[src/logic/pip_pkg.sv]
// Constants, register map and carrier types of the peripheral interrupt
// enable and priority block. Assumes an APB master with 32-bit data.
// ==========================================================================
// What this block does
// - Enable-two bits seven to four are unimplemented: read zero, writes ignored.
// - Enable-two bit two enables the low-voltage-detect interrupt.
// - Enable-two bit one enables the timer-three overflow interrupt.
// - Enable-two bit zero enables the capture/compare-two interrupt.
// - Every peripheral source has its own priority bit across two priority registers.
// - Priority bits matter only while global priority enable is set.
// - Global priority enable lives in the read/write reset control register.
// - With priority disabled, nothing reaches the CPU unless the peripheral gate is set.
package pip_pkg;

  // ========================================================================
  // Register byte offsets.
  localparam logic [7:0] PIP_OFS_ENABLE_SECOND   = 8'h00;
  localparam logic [7:0] PIP_OFS_PRIORITY_FIRST  = 8'h04;
  localparam logic [7:0] PIP_OFS_PRIORITY_SECOND = 8'h08;
  localparam logic [7:0] PIP_OFS_RESET_CONTROL   = 8'h0c;
  localparam logic [7:0] PIP_OFS_IRQ_GATE        = 8'h10;

  // ========================================================================
  // Field positions.
  localparam int PIP_BIT_CAPCOMP_TWO   = 0;
  localparam int PIP_BIT_TIMER_THREE   = 1;
  localparam int PIP_BIT_LOW_VOLTAGE   = 2;
  localparam int PIP_BIT_BUS_COLLISION = 3;
  localparam int PIP_BIT_GLOBAL_PRIO   = 7;
  localparam int PIP_BIT_IRQ_GATE      = 0;

  // ========================================================================
  // Reset values.
  localparam logic [3:0] PIP_RST_ENABLE_SECOND   = 4'h0;
  localparam logic [7:0] PIP_RST_PRIORITY_FIRST  = 8'hff;
  localparam logic [3:0] PIP_RST_PRIORITY_SECOND = 4'hf;
  localparam logic       PIP_RST_GLOBAL_PRIO    = 1'b0;
  localparam logic       PIP_RST_IRQ_GATE       = 1'b0;

  // ========================================================================
  // Peripheral sources: eight of the first group, four of the second.
  typedef struct packed {
    logic [7:0] first;
    logic [3:0] second;
  } pip_src_t;

  // Requests handed to the CPU vectoring logic.
  typedef struct packed {
    logic high;
    logic low;
  } pip_req_t;

endpackage

[src/logic/pip_src_gate.sv]
// Per-source enable and priority gating, reduced to three request lines: high, low and any.
// Assumes flags, enables and priorities are aligned bit for bit.
`timescale 1ns/1ps
module pip_src_gate
#(
  parameter int N = 12
)
(
  input  wire logic [N-1:0] flag_i,     // Source flags.
  input  wire logic [N-1:0] enable_i,   // Source enables.
  input  wire logic [N-1:0] prio_i,     // One is high priority.
  output logic              any_high_o, // An enabled high-priority flag.
  output logic              any_low_o,  // An enabled low-priority flag.
  output logic              any_o       // Any enabled flag at all.
);

  logic [N-1:0] hi_vec;
  logic [N-1:0] lo_vec;

  // ========================================================================
  // Each source is gated by its own enable and steered by its own priority.
  // per-source priority
  for (genvar g = 0; g < N; g++)
  begin : g_src
    assign hi_vec[g] = flag_i[g] & enable_i[g] & prio_i[g];
    assign lo_vec[g] = flag_i[g] & enable_i[g] & ~prio_i[g];
  end

  assign any_high_o = |hi_vec;
  assign any_low_o  = |lo_vec;
  assign any_o      = (|hi_vec) | (|lo_vec);

endmodule

[src/logic/pip_irq_regs.sv]
// Peripheral interrupt enable-two, priority-one/two, priority enable and
// peripheral gate registers on APB, with the request steering they drive.
// Assumes flags and the first enable group come from neighbouring logic.
//
// Our own choices: the APB slave port and the placing of the registers.
`timescale 1ns/1ps
module pip_irq_regs
  import pip_pkg::*;
(
  input  wire logic            MCLK_I,       // Core clock, 250 MHz.
  input  wire logic            ARST_N_I,     // Asynchronous reset, low.
  input  wire logic            PSEL_I,       // APB select.
  input  wire logic            PENABLE_I,    // APB access phase.
  input  wire logic            PWRITE_I,     // APB write when high.
  input  wire logic [7:0]      PADDR_I,      // APB byte address.
  input  wire logic [31:0]     PWDATA_I,     // APB write data.
  output logic      [31:0]     PRDATA_O,     // APB read data.
  output logic                 PREADY_O,     // APB ready.
  output logic                 PSLVERR_O,    // APB error, unmapped address.
  input  wire pip_pkg::pip_src_t FLAG_I,     // Peripheral interrupt flags.
  input  wire logic [7:0]      EN_FIRST_I,   // First enable group.
  output pip_pkg::pip_req_t    REQ_O,        // Requests to the CPU.
  output logic                 PRIO_MODE_O   // Priority scheme armed.
);

  import pip_pkg::*;

  logic [3:0]  enable_second;
  logic [7:0]  priority_first;
  logic [3:0]  priority_second;
  logic        global_priority_enable;
  logic        peripheral_irq_gate;
  logic        wr_fire;
  logic        addr_ok;
  logic [31:0] next_rdata;
  logic        any_high;
  logic        any_low;
  logic        any_req;
  pip_req_t    next_req;

  // ========================================================================
  // Bus decode. The answer is prepared in the setup cycle so the access
  // phase always lasts exactly one cycle.
  assign wr_fire = PSEL_I & PENABLE_I & PREADY_O & PWRITE_I & ~PSLVERR_O;

  always_comb
  begin
    addr_ok    = 1'b1;
    next_rdata = 32'h0000_0000;
    unique case (PADDR_I)
      PIP_OFS_ENABLE_SECOND:   next_rdata[3:0] = enable_second;
      PIP_OFS_PRIORITY_FIRST:  next_rdata[7:0] = priority_first;
      PIP_OFS_PRIORITY_SECOND: next_rdata[3:0] = priority_second;
      PIP_OFS_RESET_CONTROL:   next_rdata[PIP_BIT_GLOBAL_PRIO] = global_priority_enable;
      PIP_OFS_IRQ_GATE:        next_rdata[PIP_BIT_IRQ_GATE] = peripheral_irq_gate;
      default:                 addr_ok = 1'b0;
    endcase
  end

  // Ready and error rise in the access phase only, for one cycle.
  always_ff @(posedge MCLK_I or negedge ARST_N_I)
  begin
    if (!ARST_N_I)
    begin
      PREADY_O  <= 1'b0;
      PSLVERR_O <= 1'b0;
    end
    else
    begin
      PREADY_O  <= PSEL_I & ~PENABLE_I;
      PSLVERR_O <= PSEL_I & ~PENABLE_I & ~addr_ok;
    end
  end

  // Read data is held until the next read setup cycle.
  always_ff @(posedge MCLK_I or negedge ARST_N_I)
  begin
    if (!ARST_N_I)
      PRDATA_O <= 32'h0000_0000;
    else if (PSEL_I && !PENABLE_I && !PWRITE_I)
      PRDATA_O <= next_rdata;
  end

  // ========================================================================
  // Enable-two register; only the low nibble exists.
  always_ff @(posedge MCLK_I or negedge ARST_N_I)
  begin
    if (!ARST_N_I)
      enable_second <= PIP_RST_ENABLE_SECOND;
    else if (wr_fire && PADDR_I == PIP_OFS_ENABLE_SECOND)
      enable_second <= PWDATA_I[3:0];
  end

  // Priority registers reset to all high priority.
  always_ff @(posedge MCLK_I or negedge ARST_N_I)
  begin
    if (!ARST_N_I)
    begin
      priority_first  <= PIP_RST_PRIORITY_FIRST;
      priority_second <= PIP_RST_PRIORITY_SECOND;
    end
    else if (wr_fire)
    begin
      if (PADDR_I == PIP_OFS_PRIORITY_FIRST)
        priority_first <= PWDATA_I[7:0];
      if (PADDR_I == PIP_OFS_PRIORITY_SECOND)
        priority_second <= PWDATA_I[3:0];
    end
  end

  // Global priority enable and peripheral gate. The other reset control
  // flags belong to the reset unit and are not kept here.
  always_ff @(posedge MCLK_I or negedge ARST_N_I)
  begin
    if (!ARST_N_I)
    begin
      global_priority_enable <= PIP_RST_GLOBAL_PRIO;
      peripheral_irq_gate    <= PIP_RST_IRQ_GATE;
    end
    else if (wr_fire)
    begin
      if (PADDR_I == PIP_OFS_RESET_CONTROL)
        global_priority_enable <= PWDATA_I[PIP_BIT_GLOBAL_PRIO];
      if (PADDR_I == PIP_OFS_IRQ_GATE)
        peripheral_irq_gate <= PWDATA_I[PIP_BIT_IRQ_GATE];
    end
  end

  // ========================================================================
  // Source gating. Enable-two bits map straight onto the second group.
  // enable-two gating
  pip_src_gate #(
    .N (12)
  ) u_gate (
    .flag_i     (FLAG_I),
    .enable_i   ({EN_FIRST_I, enable_second}),
    .prio_i     ({priority_first, priority_second}),
    .any_high_o (any_high),
    .any_low_o  (any_low),
    .any_o      (any_req)
  );

  // With priority enabled the gate arms the low level only; in compatible
  // mode every source goes to one vector and the gate must be open.
  always_comb
  begin
    if (global_priority_enable)
    begin
      next_req.high = any_high;
      next_req.low  = any_low & peripheral_irq_gate;
    end
    else
    begin
      next_req.high = any_req & peripheral_irq_gate;
      next_req.low  = 1'b0;
    end
  end

  // Requests are registered, costing one cycle of latency.
  always_ff @(posedge MCLK_I or negedge ARST_N_I)
  begin
    if (!ARST_N_I)
    begin
      REQ_O       <= '0;
      PRIO_MODE_O <= PIP_RST_GLOBAL_PRIO;
    end
    else
    begin
      REQ_O       <= next_req;
      PRIO_MODE_O <= global_priority_enable;
    end
  end
endmodule

[config.mk]
export PLATFORM = sky130hd
export DESIGN_NAME = pip_irq_regs
export DESIGN_NICKNAME = d
export VERILOG_FILES = /design/src/logic/pip_pkg.sv /design/src/logic/pip_src_gate.sv /design/src/logic/pip_irq_regs.sv
export SDC_FILE = /design/constraint.sdc
export NUM_CORES = 1
export LEC_CHECK = 0
export BUFFER_PORTS_ARGS = -buffer_cell sky130_fd_sc_hd__buf_2
export CAP_MARGIN = 20
export CORE_UTILIZATION = 40
export DETAILED_ROUTE_END_ITERATION = 8
export PLACE_DENSITY = 0.72
export SLEW_MARGIN = 20
export SYNTH_ARGS = -nofsm -noshare
export SYNTH_HDL_FRONTEND = slang
export SYNTH_SLANG_ARGS = --single-unit
[constraint.sdc]
create_clock -name MCLK_I -period 1.5 [get_ports MCLK_I]
set_input_delay 0.15 -clock MCLK_I [delete_from_list [all_inputs] [get_ports MCLK_I]]
set_output_delay 0.15 -clock MCLK_I [all_outputs]
set_load 0.05 [all_outputs]
Word level (Yosys, flattened, before mapping) --
Cells that the tools add are included. Widths: inputs -> output; s select.
Cells by class: eq/ne operators 4, multiplexer cells 6, bitwise logic cells 60, reduce and logical (&&, ||, !) cells 13
Operator list (count):
- $and 1x1->1 | 44
- $reduce_or 12->1 | 2
- $eq 8x4->1 const B | 2
- $not 1->1 | 15
- $pmux 3 s3 | 1
- $eq 8x3->1 const B | 1
- $eq 8x5->1 const B | 1
- $logic_not 8->1 | 1
- $reduce_and 2->1 | 4
- $reduce_or 5->1 | 1
- $pmux 1 s4 | 1
- $logic_and 1x1->1 | 3
- $mux 3 | 1
- $logic_not 1->1 | 2
- $mux 2 | 1
- $pmux 1 s2 | 1
- $mux 1 | 1
- $or 1x1->1 | 1
Storage, ports and cells: bits in registers 31, logic and storage cells 94

Longest topological paths before layout --
depth after elaboration 6, mapped depth 6, gate-level depth less buffers 5

Modules after synthesis --
A second synthesis with hierarchy kept.
Unflattened totals: cells, all modules 174, area total of the unflattened synthesis 1799.2 µm²
By module, submodules not included:
- pip_irq_regs | instances 1, cells an instance 141, area each 1591.5 µm²
- pip_src_gate | instances 1, cells an instance 33, area each 207.7 µm²

Worst setup path before layout --
OpenSTA, ideal clock, no wires.
path kind reg2reg, start point reg PREADY_O, end point reg enable_second[0], setup time 125 ps, data arrival time 1576 ps, data required time 1375 ps, slack -201 ps, cell stages (with the launch flop) 5, path buffers 0, clock period less this slack 1701 ps, path through dfrtp_1 nand4_1 nor2_1 nand4b_1 mux2_2
On the way: cells in the longest elaborated chain, start to end 4
Ends and longest elaborated chain:
- from (decl) | RTL line pip_irq_regs.sv:18 | output logic PREADY_O,
- from (signal assigned) | RTL line pip_irq_regs.sv:70 | PREADY_O <= PSEL_I & ~PENABLE_I;
- $and 1x1->1 (3 in series) | RTL line pip_irq_regs.sv:44 | assign wr_fire = PSEL_I & PENABLE_I & PREADY_O & PWRITE_I & ~PSLVERR_O;
- $logic_and 1x1->1 | RTL line pip_irq_regs.sv:90 | else if (wr_fire && PADDR_I == PIP_OFS_ENABLE_SECOND)
- to (signal assigned) | RTL line pip_irq_regs.sv:91 | enable_second <= PWDATA_I[3:0];
- to (decl) | RTL line pip_irq_regs.sv:28 | logic [3:0] enable_second;
No other way between the ends. A chain may end at the register's enable or synchronous reset.

Final worst setup path --
start point in PADDR_I[7], end point reg priority_second[1]
On the way: cells in the longest elaborated chain, start to end 2
Ends and longest elaborated chain:
- from (decl) | RTL line pip_irq_regs.sv:15 | input wire logic [7:0] PADDR_I,
- $eq 8x4->1 | RTL line pip_irq_regs.sv:106 | if (PADDR_I == PIP_OFS_PRIORITY_SECOND)
- $reduce_and 2->1 (no source line)
- to (signal assigned) | RTL line pip_irq_regs.sv:107 | priority_second <= PWDATA_I[3:0];
- to (decl) | RTL line pip_irq_regs.sv:30 | logic [3:0] priority_second;
No other way between the ends.

==> impl_metrics.csv <==
group,metric,value,unit
sta,min_period,1408,ps
flow_run,max-cap-violations,0,
detailed_routing,wl_per_cell,13.35,um
die,core-area,4086,sq um
place,placedCellCount,272,
place,io_buffers,53,
synthesis,yosysSeqAreaShare,45.21,%
cells_and_area,instances_no_fill,281,
clock_tree,clk_pin_slew_worst_paths,60,ps
clock_tree,htreeDepth,2,
cells_and_area,nNetsFinal,295,
sta,fin_worst_skew,4.296,ps
global_route,grt_use_met3,5.667,%
place,hpwl,3015,um
sta,hold_violations,0,
sta,fin_crit_sh,93.87,%
detailed_routing,drc_errors,0,
die,die_w,68.13,um
global_route,antenna_found_initial,0,
power_and_ir_drop,ir_drop,0.0004346,V
sta,fin_hold_ws,95.66,ps
global_route,grt_util_met1,24.13,%
sta,timing.setup.tns,0,ps
detailed_routing,firstDrtPassIters,4,
clock_tree,cts.root.buffer_cell,"clkbuf_8",
worst_setup_path,critPathArrivalTime,1620,ps
power_and_ir_drop,power_switching,0.5273,mW
die,io_pins,102,
power_and_ir_drop,leakagePower,1.065,nW
synthesis,synth.area.top_cells,"dfrtp_1 (27%), dfstp_2 (18%), mux2_2 (12%)",
cells_and_area,fill_cells,400,
global_route,met2_usage,27.82,%
worst_hold_path,hold_path.class,"input port to flop",
synthesis,synth_top_cell_by_area,"dfrtp_1",
sta,rsz0062_at_grt,"false",
synthesis,ys_ff_latch,31,
worst_hold_path,min-delay-start,"PWDATA_I[6]",
global_route,grt_use_total,18.31,%
clock_tree,post_cts.repair.setup_buffers,0,
power_and_ir_drop,switching_share,29.19,%
die,num_rows,23,
detailed_routing,wl,3752,um
clock_tree,cts_num_sinks,31,
power_and_ir_drop,p_total,1.806,mW
worst_setup_path,reg2reg_slack,180,ps
synthesis,yosysMostFrequentCell,"buf_4",
cells_and_area,diodes,0,
die,dieArea,4642,sq um
sta,clock.fmax,0.7102,GHz
synthesis,yosysUniqueCellTypes,30,
worst_hold_path,whs_endpoint,"priority_first[6]$_DFFE_PN1P_",
worst_hold_path,holdPathStages,2,
global_route,grt_pass1_vias,1268,
worst_setup_path,crit_path_end_kind,"flop",
detailed_routing,drtIter0Drc,44,
worst_setup_path,crit_fanout,5,
detailed_routing,ant_nets,0,
place,place_congestion,0.8616,
cells_and_area,drive_above_1_share,44.59,%
worst_setup_path,worstPathRequired,1710,ps
synthesis,synthCells,168,
synthesis,synth_common_cells,"buf_4 (24), dfrtp_1 (19), mux2_2 (18), nand2_1 (15), nand3_1 (14)",
synthesis,avgSynthCellArea,10.41,sq um
power_and_ir_drop,power.internal,1.279,mW
clock_tree,tritoncts,"yes",
synthesis,synth_enable_flop_cells,0,
cells_and_area,synthToLayoutAreaGrowth,21.24,%
clock_tree,numCtsBuffers,5,
die,initial_utilization,42.80,%
detailed_routing,routed_via_density,4.893,
synthesis,dominantRegCellSynth,"dfrtp_1",
worst_setup_path,crit_type,"input port to flop",
detailed_routing,vias,1375,
global_route,grt_max_degree,13,
sta,drv_slew,0,
power_and_ir_drop,combPwrFrac,16.0,%
global_route,grt.overflow.total,0,
synthesis,yosysWarnings,0,
worst_setup_path,timing.rr.start,"priority_first[7]$_DFFE_PN1P_",
synthesis,netlist_area,1749,sq um
power_and_ir_drop,pwr_density_cell,851.7,nW/um^2
power_and_ir_drop,sequentialPowerShare,46.9,%
global_route,grt_pass1_wl,5989,um
power_and_ir_drop,clkPwrFrac,37.1,%
global_route,top_usage_layer,"met2",
die,die_h,68.13,um
sta,setup_viol,0,
status,outcome,"finished, final reports clean",
clock_tree,clkLatencyLatePin,290,ps
worst_setup_path,reg2reg_depth,4,
worst_setup_path,startpoint_type,"input port",
synthesis,synth-async-reset-ratio,100.0,%
synthesis,synth_top_cell_area_share,27.18,%
clock_tree,clk_path_buf_depth,2,
worst_setup_path,reg2reg_to,"REQ_O[1]$_DFF_PN0_",
## cell families (layout without fill, tap and decap cells)
| family | Yosys count | count (layout) | synth area share [%] |
|---|---|---|---|
| AND/OR/NAND/NOR | 66 | 66 | 21.67 |
| flip-flops | 31 | 31 | 45.21 |
| buffers and inverters | 28 | 68 | 11.23 |
| multiplexers | 23 | 23 | 14.45 |
| AO/OA/AOI/OAI | 19 | 19 | 7.225 |
| other | 1 | 24 | 0.2144 |
## how the worst max path moves through the flow
stage | slack (ps) | endpoint | cells past startpoint | startpoint
finish | 90 | priority_second[1]$_DFFE_PN1P_ | 5 | PADDR_I[7]
detailed placement | -220 | priority_second[0]$_DFFE_PN1P_ | 5 | PADDR_I[7]
global placement | -190 | priority_second[3]$_DFFE_PN1P_ | 5 | PADDR_I[7]
CTS | 90 | priority_second[1]$_DFFE_PN1P_ | 5 | PADDR_I[7]
floorplan | 6 | priority_second[0]$_DFFE_PN1P_ | 4 | PADDR_I[7]
global route | 20 | priority_second[3]$_DFFE_PN1P_ | 5 | PADDR_I[7]
## stage by stage
stage	util, %	worst slack, ps	instance area (sq um)
final	51.90	91.94	2121
after global routing	51.90	16.25	2121
after CTS	51.78	88.88	2116
after detailed placement	49.30	-223.6	2014
after global placement	49.30	-187.6	2014
after floorplan	-	5.986	1842
## flip-flops by register name, indices dropped and copies added, names as in the netlist
signal and count:
PRDATA_O 8, priority_first 8, enable_second 4, priority_second 4, REQ_O 2, PREADY_O 1, PRIO_MODE_O 1, PSLVERR_O 1
global_priority_enable 1, peripheral_irq_gate 1
## power groups by stage
stage	clock network, mW	logic (mW)	registers, mW
after global routing	0.735	0.311	0.847
after detailed placement	0	0.286	0.861
final	0.671	0.288	0.847
after floorplan	0	0.223	0.871
after global placement	0	0.284	0.861
after CTS	0.690	0.288	0.847
## critical path: stages
cell     delay [ps]
buf_2           100
or4_4           560
nor3_4          260
nand3_1         230
mux2_2          330
## area by class of cell
type / count / area (sq um) / area share [%]
Multi-Input combinational cell: 132 / 858.3 / 40.47
Sequential cell: 31 / 792.0 / 37.35
Timing Repair Buffer: 59 / 312.8 / 14.75
Clock buffer: 7 / 86.33 / 4.071
Tap cell: 50 / 62.56 / 2.950
Clock inverter: 1 / 5.005 / 0.2360
Inverter: 1 / 3.754 / 0.1770
## routing by layer
layer	up-vias	part of all wire, %
met5	-	0
met4	0	1.8
met3	8	6.2
met2	55	46
met1	626	46
li1	686	-
## what timing repair did
action / CTS / global route
endpoints found under the setup margin: 0 / 2
gates resized for setup: 0 / 1
hold buffers: 1 / 0
endpoints found under the hold margin: 23 / 0
## placed cells by master (no fill, tap or decap), types with 2 or more instances in the layout
master     instances
mux2_2            18
o2111ai_1          3
dfrtp_1           18
clkbuf_8           6
o21ai_0            5
mux2i_1            5
nand3b_1          10
nand2_1           15
a21oi_1            4
nand3_1           14
buf_2             53
nand2b_1           3
nor2_2             2
nand4_1            6
conb_1            24
buf_4              5
nor2_1             8
dfstp_2           12
o31ai_1            3
Note: power is estimated with default switching activity, not from simulation.
